$ cat config.mk
export PLATFORM = sky130hd
export DESIGN_NAME = ofr_filter
export DESIGN_NICKNAME = d
export VERILOG_FILES = /design/src/inc/ofr_pkg.sv /design/src/design/ofr_filter.sv
export VERILOG_INCLUDE_DIRS = /design/src /design/src/inc
export SDC_FILE = /design/constraint.sdc
export NUM_CORES = 1
export LEC_CHECK = 0
export BUFFER_PORTS_ARGS = -buffer_cell sky130_fd_sc_hd__buf_4
export CAP_MARGIN = 20
export CORE_MARGIN = 4
export CORE_UTILIZATION = 40
export DETAILED_ROUTE_END_ITERATION = 8
export GPL_TIMING_DRIVEN = 0
export PLACE_DENSITY = 0.6
export SLEW_MARGIN = 20
export SYNTH_ARGS = -nofsm -noshare
export SYNTH_HDL_FRONTEND = slang
export SYNTH_SLANG_ARGS = --single-unit
$ cat constraint.sdc
create_clock -name CLK_SYS_IN -period 11.45 [get_ports CLK_SYS_IN]
set_input_delay 1.145 -clock CLK_SYS_IN [delete_from_list [all_inputs] [get_ports CLK_SYS_IN]]
set_output_delay 1.145 -clock CLK_SYS_IN [all_outputs]
set_load 0.02 [all_outputs]
$ cat src/inc/ofr_defines.svh
// Offsets, field positions and reset values of the offcore response filter
`ifndef OFR_DEFINES_SVH
`define OFR_DEFINES_SVH
// Wishbone word offsets (byte addresses)
`define OFR_ADR_PRIM_LO   8'h00
`define OFR_ADR_PRIM_HI   8'h04
`define OFR_ADR_SEC_LO    8'h08
`define OFR_ADR_SEC_HI    8'h0C
`define OFR_ADR_CNT0      8'h10
`define OFR_ADR_CNT1      8'h14
`define OFR_ADR_STATUS    8'h18
// Filter field positions
`define OFR_REQ_LO_MSB    15
`define OFR_REQ_HI_LSB    44
`define OFR_REQ_HI_MSB    49
`define OFR_ANY_BIT       16
`define OFR_SUP_LSB       17
`define OFR_SUP_MSB       30
`define OFR_SNP_LSB       31
`define OFR_SNP_MSB       37
`define OFR_INFL_BIT      63
`define OFR_DEMAND_RD_BIT 0
// Non-reserved request bits within 15:0 (9:7 and 14:13 are reserved)
`define OFR_REQ_LO_MASK   16'h9C7F
// Reset values
`define OFR_FILT_RST      64'h0000000000000000
`define OFR_CNT_RST       32'h00000000
`define OFR_OCC_RST       8'h00
// Status register field position
`define OFR_ST_FAULT_BIT  0
`define OFR_ST_INFL_BIT   1
`define OFR_ST_OCC_LSB    8
`endif

$ cat src/inc/ofr_pkg.sv
// Types shared by the offcore response filter
package ofr_pkg;
  // Classic Wishbone request from the master
  typedef struct packed {
    logic        cyc;
    logic        stb;
    logic        we;
    logic [7:0]  adr;
    logic [3:0]  sel;
    logic [31:0] dat;
  } ofr_wb_req_t;
  // Wishbone answer to the master
  typedef struct packed {
    logic        ack;
    logic [31:0] dat;
  } ofr_wb_rsp_t;
  // Transaction leaving the core, one-cycle valid
  typedef struct packed {
    logic        valid;
    logic        is_write;
    logic        prefetch;
    logic [15:0] req_lo;
    logic [5:0]  req_hi;
    logic [13:0] supplier;
    logic [6:0]  snoop;
  } ofr_txn_t;
  // Completion of an outstanding transaction, one-cycle valid
  typedef struct packed {
    logic        valid;
    logic        prefetch;
    logic [15:0] req_lo;
    logic [5:0]  req_hi;
  } ofr_cpl_t;
endpackage

$ cat src/design/ofr_filter.sv
// Offcore response event filter with two filter registers and counters
//
// The implementer's own choices: the Wishbone slave port and the register addresses.
`timescale 1ns/1ps
`include "ofr_defines.svh"
module ofr_filter
  import ofr_pkg::*;
(
  input  wire logic        CLK_SYS_IN,
  input  wire logic        RST_IN,
  input  wire ofr_wb_req_t WB_REQ_IN,
  output ofr_wb_rsp_t      WB_RSP_OUT,
  input  wire ofr_txn_t    TXN_IN,
  input  wire ofr_cpl_t    CPL_IN,
  output logic             FAULT_OUT,
  output logic [31:0]      COUNT0_OUT,
  output logic [31:0]      COUNT1_OUT
);

  ////////////////////////////////////////////////////////////////////////////
  // Declarations
  logic [63:0] prim_q;     // Primary filter
  logic [63:0] sec_q;      // Secondary filter, bit 63 never set
  logic [31:0] cnt0_q;     // Counter behind the primary filter
  logic [31:0] cnt1_q;     // Counter behind the secondary filter
  logic [7:0]  occ_q;      // Outstanding matching requests
  logic        fault_q;    // Sticky protection fault
  logic        fault_p_q;  // One-cycle fault pulse
  logic        ack_q;      // Bus acknowledge
  logic [31:0] rdat_q;     // Read data
  logic        bus_req;    // Request waiting for answer
  logic        wr_fire;    // Write takes effect this edge
  logic        bad_wr;     // Write of 1 to secondary bit 63
  logic        infl;       // Primary in in-flight mode
  logic        hit0;       // Transaction counts on primary
  logic        hit1;       // Transaction counts on secondary
  logic        iss0;       // Issue matches primary requests
  logic        cpl0;       // Completion matches primary requests
  logic [31:0] rd_mux;     // Selected read word

  ////////////////////////////////////////////////////////////////////////////
  // Functions

  // Request match over the non-reserved request bits
  function automatic logic req_match(input logic [63:0] f, input logic pf,
                                     input logic [15:0] lo, input logic [5:0] hi);
    logic [15:0] m;
    m = f[`OFR_REQ_LO_MSB:0] & `OFR_REQ_LO_MASK & lo;
    // A prefetch is never a true demand load
    if (pf) begin
      m[`OFR_DEMAND_RD_BIT] = 1'b0;
    end
    return (|m) | (|(f[`OFR_REQ_HI_MSB:`OFR_REQ_HI_LSB] & hi));
  endfunction

  // Request and response match of one transaction
  function automatic logic txn_match(input logic [63:0] f, input ofr_txn_t t);
    logic any;
    logic sup;
    logic snp;
    any = f[`OFR_ANY_BIT];
    // Cache-state hits, memory hit and other suppliers
    sup = |(f[`OFR_SUP_MSB:`OFR_SUP_LSB] & t.supplier);
    // Snoop outcomes, modified forward and non-memory target
    snp = |(f[`OFR_SNP_MSB:`OFR_SNP_LSB] & t.snoop);
    // Catch-all wins over every other response bit
    if (any) begin
      sup = 1'b1;
      snp = 1'b1;
    end
    // Writes ignore snoop selections
    if (t.is_write) begin
      snp = 1'b1;
    end
    return t.valid & sup & snp
           & req_match(f, t.prefetch, t.req_lo, t.req_hi);
  endfunction

  // Byte-lane merge of a write into a word
  function automatic logic [31:0] merge(input logic [31:0] old,
                                        input logic [31:0] nw,
                                        input logic [3:0]  sel);
    logic [31:0] r;
    r = old;
    for (int b = 0; b < 4; b++) begin
      if (sel[b]) begin
        r[b*8 +: 8] = nw[b*8 +: 8];
      end
    end
    return r;
  endfunction

  ////////////////////////////////////////////////////////////////////////////
  // Matching
  assign infl    = prim_q[`OFR_INFL_BIT];
  // In-flight mode counts occupancy, not occurrences
  assign hit0    = txn_match(prim_q, TXN_IN) & ~infl;
  assign hit1    = txn_match(sec_q, TXN_IN);
  assign iss0    = TXN_IN.valid & req_match(prim_q, TXN_IN.prefetch,
                                            TXN_IN.req_lo, TXN_IN.req_hi);
  assign cpl0    = CPL_IN.valid & req_match(prim_q, CPL_IN.prefetch,
                                            CPL_IN.req_lo, CPL_IN.req_hi);

  ////////////////////////////////////////////////////////////////////////////
  // Wishbone slave: one wait state, ack for exactly one cycle
  assign bus_req = WB_REQ_IN.cyc & WB_REQ_IN.stb;
  // Writes act only at the edge where the master sees ack
  assign wr_fire = bus_req & WB_REQ_IN.we & ack_q;
  // Setting bit 63 of the secondary filter is refused with a fault
  assign bad_wr  = wr_fire & (WB_REQ_IN.adr == `OFR_ADR_SEC_HI)
                   & WB_REQ_IN.sel[3] & WB_REQ_IN.dat[31];

  // Acknowledge, dropped in the cycle after it is given
  always_ff @(posedge CLK_SYS_IN or posedge RST_IN) begin
    if (RST_IN) begin
      ack_q <= 1'b0;
    end else begin
      ack_q <= bus_req & ~ack_q;
    end
  end

  // Read decode; unmapped addresses read zero
  always_comb begin
    rd_mux = 32'h00000000;
    unique case (WB_REQ_IN.adr)
      `OFR_ADR_PRIM_LO: rd_mux = prim_q[31:0];
      `OFR_ADR_PRIM_HI: rd_mux = prim_q[63:32];
      `OFR_ADR_SEC_LO:  rd_mux = sec_q[31:0];
      `OFR_ADR_SEC_HI:  rd_mux = sec_q[63:32];
      `OFR_ADR_CNT0:    rd_mux = cnt0_q;
      `OFR_ADR_CNT1:    rd_mux = cnt1_q;
      `OFR_ADR_STATUS: begin
        rd_mux[`OFR_ST_FAULT_BIT] = fault_q;
        rd_mux[`OFR_ST_INFL_BIT]  = infl;
        rd_mux[`OFR_ST_OCC_LSB +: 8] = occ_q;
      end
      default: rd_mux = 32'h00000000;
    endcase
  end

  // Read data captured as ack rises, held otherwise
  always_ff @(posedge CLK_SYS_IN or posedge RST_IN) begin
    if (RST_IN) begin
      rdat_q <= 32'h00000000;
    end else if (bus_req & ~ack_q) begin
      rdat_q <= rd_mux;
    end
  end

  ////////////////////////////////////////////////////////////////////////////
  // Filter registers
  always_ff @(posedge CLK_SYS_IN or posedge RST_IN) begin
    if (RST_IN) begin
      prim_q <= `OFR_FILT_RST;
      sec_q  <= `OFR_FILT_RST;
    end else if (wr_fire) begin
      unique case (WB_REQ_IN.adr)
        `OFR_ADR_PRIM_LO: prim_q[31:0]  <= merge(prim_q[31:0], WB_REQ_IN.dat,
                                                 WB_REQ_IN.sel);
        `OFR_ADR_PRIM_HI: prim_q[63:32] <= merge(prim_q[63:32], WB_REQ_IN.dat,
                                                 WB_REQ_IN.sel);
        `OFR_ADR_SEC_LO:  sec_q[31:0]   <= merge(sec_q[31:0], WB_REQ_IN.dat,
                                                 WB_REQ_IN.sel);
        `OFR_ADR_SEC_HI: begin
          // A faulting write leaves the whole word untouched
          if (!bad_wr) begin
            sec_q[63:32] <= merge(sec_q[63:32], WB_REQ_IN.dat,
                                  WB_REQ_IN.sel);
          end
        end
        default: ;
      endcase
    end
  end

  ////////////////////////////////////////////////////////////////////////////
  // Fault flag: set wins over write-one-to-clear
  always_ff @(posedge CLK_SYS_IN or posedge RST_IN) begin
    if (RST_IN) begin
      fault_q   <= 1'b0;
      fault_p_q <= 1'b0;
    end else begin
      fault_p_q <= bad_wr;
      if (bad_wr) begin
        fault_q <= 1'b1;
      end else if (wr_fire && WB_REQ_IN.adr == `OFR_ADR_STATUS
                   && WB_REQ_IN.sel[0] && WB_REQ_IN.dat[`OFR_ST_FAULT_BIT]) begin
        fault_q <= 1'b0;
      end
    end
  end

  ////////////////////////////////////////////////////////////////////////////
  // Occupancy of matching requests; saturates rather than wraps
  always_ff @(posedge CLK_SYS_IN or posedge RST_IN) begin
    if (RST_IN) begin
      occ_q <= `OFR_OCC_RST;
    end else if (iss0 && !cpl0 && occ_q != 8'hFF) begin
      occ_q <= occ_q + 8'h01;
    end else if (cpl0 && !iss0 && occ_q != 8'h00) begin
      occ_q <= occ_q - 8'h01;
    end
  end

  ////////////////////////////////////////////////////////////////////////////
  // Counters; a software preset wins over counting in that cycle
  always_ff @(posedge CLK_SYS_IN or posedge RST_IN) begin
    if (RST_IN) begin
      cnt0_q <= `OFR_CNT_RST;
    end else if (wr_fire && WB_REQ_IN.adr == `OFR_ADR_CNT0) begin
      cnt0_q <= merge(cnt0_q, WB_REQ_IN.dat, WB_REQ_IN.sel);
    end else if (infl) begin
      cnt0_q <= cnt0_q + {24'h000000, occ_q};
    end else if (hit0) begin
      cnt0_q <= cnt0_q + 32'h00000001;
    end
  end

  // Secondary counter counts occurrences, never occupancy
  always_ff @(posedge CLK_SYS_IN or posedge RST_IN) begin
    if (RST_IN) begin
      cnt1_q <= `OFR_CNT_RST;
    end else if (wr_fire && WB_REQ_IN.adr == `OFR_ADR_CNT1) begin
      cnt1_q <= merge(cnt1_q, WB_REQ_IN.dat, WB_REQ_IN.sel);
    end else if (hit1) begin
      cnt1_q <= cnt1_q + 32'h00000001;
    end
  end

  ////////////////////////////////////////////////////////////////////////////
  // Outputs
  assign WB_RSP_OUT.ack = ack_q;
  assign WB_RSP_OUT.dat = rdat_q;
  assign FAULT_OUT      = fault_p_q;
  assign COUNT0_OUT     = cnt0_q;
  assign COUNT1_OUT     = cnt1_q;
endmodule

**Word level (Yosys, flattened, before mapping)**

Cells that the tools add are included.

- Div/mod/pow operators: 0
- Bitwise logic cells: 32
- Add/sub/neg operators: 5
- Shift-type cells: 0
- Reduce and logical (&&, ||, !) cells: 51
- Multiply operators: 0
- Multiplexer cells: 26
- Order comparisons: 0
- Eq/ne operators: 15

Operators with widths:

| kind | number |
|---|---|
| $mux 32 | 5 |
| $pmux 16 s6 | 1 |
| $add 32x1->32 const B | 2 |
| $pmux 8 s7 | 1 |
| $and 16x16->16 | 3 |
| $mux 8 | 6 |
| $reduce_or 16->1 | 3 |
| $pmux 6 s6 | 1 |
| $reduce_and 3->1 | 12 |
| $add 32x8->32 | 1 |
| $and 14x14->14 | 2 |
| $reduce_or 14->1 | 2 |
| $eq 8x5->1 const B | 3 |
| $and 6x6->6 | 3 |
| $reduce_or 6->1 | 3 |
| $and 1x1->1 | 16 |
| $eq 8x4->1 const B | 2 |
| $ne 2x2->1 const B | 8 |
| $reduce_and 2->1 | 8 |
| $reduce_and 4->1 | 4 |
| $and 7x7->7 | 2 |
| $pmux 2 s7 | 1 |
| $reduce_or 7->1 | 2 |
| $mux 1 | 11 |
| other kinds (12) | 27 |

- Memories kept: 0
- Bits in latches: 0
- Logic and storage cells: 158
- Output and inout port bits: 98
- RAM bits: 0
- Input bits: 119
- Memory bits (read-only): 0
- Register bits: 235

**Depth between registers and ports, before layout**

Gate-level depths: netlist of run 1.

- Depth in word-level cells: 10
- Mapped depth: 13
- Mapped depth without buffers: 13

**Least setup slack after synthesis of run 1**

Ideal clock, no wire load.

- Path kind: input to register
- Start point: in CPL_IN[17] (netlist name)
- End point: reg occ_q[7]
- Data arrival time: 3.612 ns
- Stages: 13
- Path buffers: 0
- Setup time: 0.080 ns
- Required time: 11.370 ns
- Path slack: 7.758 ns
- Path through: a22o_1 a221oi_1 nand4_1 o21ai_0 o211a_1 inv_1 ha_1 a21o_1 a21oi_1 o21ai_0 o41ai_1 mux2i_1 xnor2_1

- Longest elaborated chain between the ends: 8
- Elaborated cells on any way between the ends: 11
- Classes of those cells: mux: 1; bitwise: 3; reduce/logical: 7

Ends and longest elaborated chain:

| element | RTL line | source |
|---|---|---|
| from (decl) | ofr_filter.sv:14 | `input wire ofr_cpl_t CPL_IN,` |
| $and 16x16->16 * | ofr_filter.sv:48 | `` m = f[`OFR_REQ_LO_MSB:0] & `OFR_REQ_LO_MASK & lo; `` |
| $reduce_or 16->1 * | ofr_filter.sv:53 | `` return (\|m) \| (\|(f[`OFR_REQ_HI_MSB:`OFR_REQ_HI_LSB] & hi)); `` |
| $or 1x1->1 * | ofr_filter.sv:53 |  |
| $and 1x1->1 * | ofr_filter.sv:101 | `assign cpl0 = CPL_IN.valid & req_match(prim_q, CPL_IN.prefetch,` |
| $logic_not 1->1 | ofr_filter.sv:198 | `end else if (iss0 && !cpl0 && occ_q != 8'hFF) begin` |
| $logic_and 1x1->1 (2 in a row) | ofr_filter.sv:198 |  |
| $mux 8 / $reduce_bool 2->1 (equally long branches) | - |  |
| to (signal assigned) | ofr_filter.sv:197 | `` occ_q <= `OFR_OCC_RST; `` |
| to (signal assigned) | ofr_filter.sv:199 | `occ_q <= occ_q + 8'h01;` |
| to (signal assigned) | ofr_filter.sv:201 | `occ_q <= occ_q - 8'h01;` |
| to (decl) | ofr_filter.sv:26 | `logic [7:0] occ_q;` |

Every way passes the cells marked *; elsewhere a longest branch is shown, timed or not.
A chain may end at the register's enable or synchronous reset.

**Worst setup path in the final report of run 1**

- Start point: in WB_REQ_IN[37] (netlist name)
- End point: reg cnt1_q[6], in the netlist COUNT1_OUT[6]

- Longest elaborated chain between the ends: 4
- Elaborated cells on any way between the ends: 6
- Classes of those cells: eq/ne: 2; mux: 1; reduce/logical: 3

Ends and longest elaborated chain:

| element | RTL line | source |
|---|---|---|
| from (decl) | ofr_filter.sv:11 | `input wire ofr_wb_req_t WB_REQ_IN,` |
| $eq 8x5->1 * | - |  |
| $logic_and 1x1->1 (no line) * | - |  |
| $ne 2x2->1 (no line) / $reduce_bool 2->1 (equally long branches) | - |  |
| $reduce_and 2->1 (no line) | - |  |
| to (signal assigned) | ofr_filter.sv:222 | `` cnt1_q <= `OFR_CNT_RST; `` |
| to (signal assigned) | ofr_filter.sv:224 | `cnt1_q <= merge(cnt1_q, WB_REQ_IN.dat, WB_REQ_IN.sel);` |
| to (signal assigned) | ofr_filter.sv:226 | `cnt1_q <= cnt1_q + 32'h00000001;` |
| to (decl) | ofr_filter.sv:25 | `logic [31:0] cnt1_q;` |

Marks and branches as above.

==> key figures, run 1 <==
Power
  – Net Sw Frac: 29.0%
  – Part of the power in registers: 40.6%
  – Standby leakage power: 7.36 nW
  – Total internal power: 1.62 mW
  – Clock Power Share: 40.6%
  – VDD IR max: 0.107 mV
  – Power Density: 147 nW/um2
  – NetSw: 664 uW
  – Combinational power share: 18.8%
  – Total power: 2.29 mW

CTS
  – CTS tree: done
  – Clk_lat worst skew: 550 ps
  – Clock buffer depth: 3
  – CTS buffer count: 28
  – CTS hold repair buffers: 0
  – Post-CTS setup buffers: 0
  – Clk root buf: clkbuf_16
  – CTS H-tree depth: 1
  – Clock transition at path regs: 60 ps
  – Clk sinks: 235
  – Cts repair resizes: 0

Setup path
  – WP data arrival: 4380 ps
  – Crit-path max FO: 10
  – Worst reg2reg path depth: 11
  – Reg2reg setup slack: 7800 ps
  – Startpoint types: input port
  – Critical R2R Launch: prim_q[63]
  – Setup Crit Path Kind: in -> reg
  – Worst EP required: 11880 ps
  – Crit. End Element: flip-flop
  – R2r endpoint: COUNT0_OUT[29]

Run status
  – Status: finished clean

Hold path
  – Hold WC Path Type: reg -> reg
  – Hold path start: rdat_q[2]
  – Number of cells on the worst hold path: 2
  – Hold EP: rdat_q[2]

Cells and area
  – Fin cells: 1876
  – Area Overhead vs Synth: 24.3%
  – Final Cell Area: 15600 um2
  – Final core occ: 50.8%
  – Fill cells: 2955
  – Share of cells above drive strength 1: 29.2%
  – Final nets: 1594
  – FF/Latch Area: 5880 um2
  – Multi-input gate area: 6360 um2

Yosys
  – Cell area after synthesis: 12600 um2
  – Seq/Total Area, Yosys: 46.8%
  – Post-synth top flop: dfrtp_1
  – Syn Inst Count: 1223
  – Yosys reg bits: 235
  – Async SR Flop Fraction: 100%
  – Syn Nets: 1359
  – Mean Syn Cell Area: 10.3 um2
  – YS warnings: 0
  – Library cells used by synthesis: 69
  – Number of enable flip-flop cells after synthesis: 0

Placement
  – Dpl cell area: 14600 um2
  – HPWL Detailed: 37.1 mm
  – Pre-CTS setup slack: 7090 ps
  – GPL Wtd Cong: 0.950
  – Dpl cells: 1824
  – PortBufs: 203

Global route
  – GR peak layer: met2
  – First-pass GRT wire length: 72.9 mm
  – Overall global routing resource usage: 28.2%
  – Met2 usage: 43.0%
  – Largest net degree at the start of global routing: 102
  – Met1 Use GR: 40.9%
  – Vias in the first global route: 11300
  – Initial antenna violation count: 1
  – Congestion Overflow GR: 0
  – GR Util met3: 5.95%

Die
  – # IOs: 217
  – Num rows: 64
  – Die area: 34300 um2
  – Die Wd: 185 um
  – Die Y: 185 um
  – Starting Density: 40.8%
  – CORE AREA: 30700 um2

Timing
  – Worst rel slew slack: 29.8%
  – RSZ-0062 raised after global routing: no
  – Final Max Slew Viols: 0
  – Layout Skew: 14.1 ps
  – Final period util: 34.5%
  – Final hold vios: 0
  – Worst-Margin Slew: 1050 ps
  – Final WS setup: 7500 ps
  – Final hold slack: 485 ps
  – Setup tns final: 0 ps
  – Final setup viols: 0
  – Min Clock Period, post-route: 3950 ps
  – Maximum clock frequency: 253 MHz

Drt
  – Initial DRC count: 1143
  – Wire per inst: 26.4 um
  – Post-DRT Antenna Nets: 0
  – Vias/cell: 6.20
  – Residual DRC: 0
  – Pre-antenna DRT Iters: 6
  – DR vias: 11600
  – Final WL: 49.6 mm

Job
  – Number of max-cap violations: 0
[how the worst max path moves through the flow]
stage | startpoint | to | slack (ps) | depth (start not counted)
final | WB_REQ_IN[37] | COUNT1_OUT[6] | 7500 | 9
after global routing | CPL_IN[12] | occ_q[7] | 7500 | 14
after CTS | WB_REQ_IN[37] | COUNT1_OUT[6] | 7660 | 9
after detailed placement | WB_REQ_IN[37] | COUNT1_OUT[6] | 7090 | 9
after global placement | RST_IN | sec_q[52] | 850 | 2
after floorplan | RST_IN | COUNT0_OUT[0] | 3860 | 1
[layer usage]
layer,vias to the layer above,part of all wire [%]
li1,5146,-
met4,0,2.8
met3,90,8.6
met1,5853,43
met5,-,0
met2,547,45
[critical path: stages]
cell and delay, ps:
buf_4 100, or4_1 570, clkbuf_1 210, nor4_4 720, nand2_1 540, clkbuf_1 470, nand2_1 300, o21ai_0 120
a22o_1 190
[power by group through the flow]
stage	Combinational, mW	Clock [mW]	Sequential (mW)
after global routing	0.473	0.979	0.931
after CTS	0.427	0.939	0.926
after global placement	0.415	0	0.939
final	0.430	0.930	0.929
after detailed placement	0.424	0	0.941
after floorplan	0.259	0	0.935
[cell usage in the layout, fill, tap and decap left out, types with 8 or more instances in the layout]
| master | count |
|---|---|
| o21ai_0 | 78 |
| a21oi_1 | 83 |
| inv_1 | 15 |
| clkbuf_1 | 44 |
| a221oi_1 | 27 |
| a22oi_1 | 85 |
| o21a_1 | 8 |
| nand3_1 | 43 |
| nor2_1 | 58 |
| a22o_1 | 17 |
| clkbuf_16 | 29 |
| o22ai_1 | 17 |
| a211oi_1 | 8 |
| nor3_1 | 15 |
| a21o_1 | 9 |
| and3_1 | 17 |
| nand2_1 | 131 |
| mux2i_1 | 13 |
| buf_2 | 14 |
| buf_4 | 207 |
| dfrtp_1 | 235 |
| ha_1 | 15 |
| and2_1 | 13 |
| mux2_2 | 131 |
| nand4_1 | 19 |
[state kept, by name, indices dropped and copies added, names as in the netlist]
register    count
COUNT1_OUT     32
ack_q           1
COUNT0_OUT     32
rdat_q         32
fault_q         1
prim_q         64
occ_q           8
sec_q          64
FAULT_OUT       1
[cell type report]
type	instances	share of cell area, %
Antenna cell	1	0.0160
Buffer	59	1.63
Clock buffer	43	5.43
Clock inverter	8	0.769
Inverter	16	0.433
Multi-Input combinational cell	913	40.8
Sequential cell	235	37.7
Tap cell	396	3.17
Timing Repair Buffer	205	10.1
[cell families (layout without fill, tap and decap cells)]
| logic type | Yosys count | count (layout) | share of synthesized area, % |
|---|---|---|---|
| flops | 235 | 235 | 46.8 |
| other cells | 0 | 1 | 0 |
| buf+inv | 75 | 331 | 2.50 |
| mux | 151 | 151 | 13.9 |
| compound gates | 391 | 391 | 21.0 |
| fa+ha+maj | 17 | 17 | 1.81 |
| xor+xnor | 10 | 10 | 0.697 |
| simple gates | 344 | 344 | 13.2 |
[synthesized netlist by cell type, drive strengths merged, types with 4 or more instances]
cell type	instances	share of area, %
a221oi	27	1.9
nand2	132	4.0
a222oi	6	0.48
inv	16	0.48
o31ai	4	0.24
buf	22	0.92
a21oi	83	3.3
a22oi	85	5.1
ha	15	1.5
a31oi	7	0.35
nor2	66	2.2
and3	17	0.85
mux4	6	1.1
clkbuf	37	1.1
o21ai	78	3.1
a22o	17	1.2
nor2b	4	0.20
nor3	16	0.68
nand4	19	0.95
a31o	5	0.35
or2	6	0.30
a211oi	8	0.48
nand3	43	1.7
nor4	7	0.52
a21o	9	0.54
o22ai	17	0.85
and4	5	0.35
o21a	8	0.48
mux2i	13	1.0
dfrtp	235	47
xnor2	7	0.49
and2	14	0.70
mux2	132	12
nand2b	4	0.20
(Power assumes the default switching activity.)
==> run 2: changes to the inputs <==
Clock period 11.45 ns to 3.66 ns, I/O delays scaled along.
==> run 2 against run 1 <==
Compared with the run above:
- worst hold slack got worse by 400 ps
- sequential power increased to 3.1 times the previous value
- flip-flop and latch count unchanged
- setup slack got worse by 7400 ps
- non-clock buffer count increased by 7
- global-route usage increased by 0.24 points
- largest cell class unchanged
==> key figures, run 2 (synthesis results as in run 1) <==
Hold path
  – Hold WC Path Type: in -> reg
  – Hold path start: WB_REQ_IN[8]

Timing
  – Final setup viols: 0
  – Worst-Margin Slew: 1010 ps
  – Maximum clock frequency: 284 MHz
  – Final Max Slew Viols: 0
  – Worst rel slew slack: 32.5%
  – Final hold vios: 0
  – RSZ-0062 raised after global routing: no
  – Min Clock Period, post-route: 3530 ps
  – Setup tns final: 0 ps
  – Final period util: 96.3%
  – Layout Skew: 16.4 ps
  – Final hold slack: 82.7 ps

Setup path
  – Slowest-stage cell, CP: dfrtp_1
  – Crit-path max FO: 7
  – Worst EP required: 4130 ps
  – Cell family with most CP delay: compound AO/OA/AOI/OAI gates
  – WP data arrival: 4000 ps
  – Critical R2R Launch: prim_q[2]
  – Most common cell on crit path: o21ai_0
  – Buf/Inv on CP: 1
  – Setup crit start: prim_q[2]
  – Startpoint types: flip-flop
  – Reg2reg setup slack: 130 ps
  – Crit. End Element: flip-flop
  – Largest stage delay on the critical path: 490 ps
  – Setup Crit Path Kind: reg -> reg
  – Cells along the critical path: a22o_1, a221oi_1, nand4_1, o21ai_0, o211a_1, inv_1, ha_1, a21o_1, a21oi_1, o21ai_0, o41ai_2, mux2i_1, xnor2_1

Drt
  – Residual DRC: 0
  – Post-DRT Antenna Nets: 0
  – DR vias: 11700
  – Vias/cell: 6.22
  – Final WL: 50.0 mm
  – Pre-antenna DRT Iters: 6
  – Wire per inst: 26.6 um
  – Initial DRC count: 1188

CTS
  – CTS buffer count: 27
  – Clk_lat worst skew: 550 ps
  – Clk root buf: clkbuf_16
  – CTS tree: done
  – Clock transition at path regs: 60 ps
  – CTS H-tree depth: 1
  – Clk sinks: 235
  – Clock buffer depth: 3

Cells and area
  – Share of cells above drive strength 1: 29.8%
  – Final nets: 1600
  – Area Overhead vs Synth: 25.1%
  – Largest registers: prim_q: 64 flops, sec_q: 64 flops
  – Most common cell after layout, fill and taps aside: dfrtp_1
  – Most frequent cells in the layout: 235 x dfrtp_1, 207 x buf_4, 131 x nand2_1, 131 x mux2_2, 85 x a22oi_1
  – Final Cell Area: 15700 um2

Power
  – Net Sw Frac: 29.5%
  – NetSw: 2.11 mW
  – VDD IR max: 0.328 mV
  – Standby leakage power: 7.40 nW
  – Clock Power Share: 40.1%
  – Part of the power in registers: 40.6%
  – Combinational power share: 19.3%
  – Total internal power: 5.03 mW
  – Power Density: 454 nW/um2

Job
  – Number of max-cap violations: 0

Global route
  – Congestion Overflow GR: 0
  – First-pass GRT wire length: 73.3 mm
  – Overall global routing resource usage: 28.4%
  – Vias in the first global route: 11400
  – Initial antenna violation count: 4
  – Largest net degree at the start of global routing: 31

Placement
  – Dpl cell area: 14700 um2
  – PortBufs: 203
  – GPL Wtd Cong: 0.946
  – HPWL Detailed: 37.8 mm

Die
  – Starting Density: 40.8%
  – Die Wd: 185 um
  – CORE AREA: 30700 um2
  – Die area: 34300 um2
  – Num rows: 64
  – Die Y: 185 um
  – # IOs: 217

Run status
  – Status: finished clean
-- run 2: stage by stage --
stage               power (mW)  util, %  worst slack, ps  cells
floorplan                 3.74        -              216   1223
global placement          4.24     47.4            -1390   1822
detailed placement        4.28     48.0             32.3   1830
CTS                       7.13     51.0             92.3   1878
global route              7.44     51.1             7.25   1880
finish                    7.13     51.1              134   1880
-- run 2: layer usage --
| layer | up-vias | wire, um | GRT usage [%] |
|---|---|---|---|
| met2 | 634 | 22100 | 42.3 |
| met5 | - | 21 | 0.429 |
| li1 | 5165 | - | - |
| met4 | 4 | 1490 | 9.48 |
| met3 | 100 | 5370 | 8.23 |
| met1 | 5791 | 21000 | 40.0 |
-- run 2: power by group through the flow --
stage | clock [mW] | combinational (mW) | sequential [mW]
floorplan | 0 | 0.812 | 2.93
global placement | 0 | 1.30 | 2.94
detailed placement | 0 | 1.34 | 2.94
CTS | 2.89 | 1.35 | 2.89
global route | 3.01 | 1.53 | 2.90
finish | 2.86 | 1.38 | 2.90
-- run 2: what timing repair did --
item | CTS | global route
hold buffers | 1 | 0
buffers inserted | 0 | 0
endpoints found under the hold margin | 26 | 0
endpoints found under the setup margin | 0 | 7
gates resized for setup | 0 | 3
-- run 2: layout make-up --
type                            count  area [um2]
Antenna cell                        2        5.00
Buffer                             59         254
Clock buffer                       33         748
Clock inverter                     14         180
Fill cell                        2894       15000
Inverter                           16        63.8
Multi-Input combinational cell    913        6380
Sequential cell                   235        5880
Tap cell                          396         495
Timing Repair Buffer              212        1700
-- run 2: worst paths after layout --
check | end | depth (start not counted)
setup / recovery | occ_q[7] | 13
hold reg to reg | rdat_q[30] | 2
max in group asynchronous | sec_q[9] | 5
min in group asynchronous | sec_q[2] | 3
hold / removal | COUNT0_OUT[8] | 2
setup reg to reg | occ_q[7] | 13
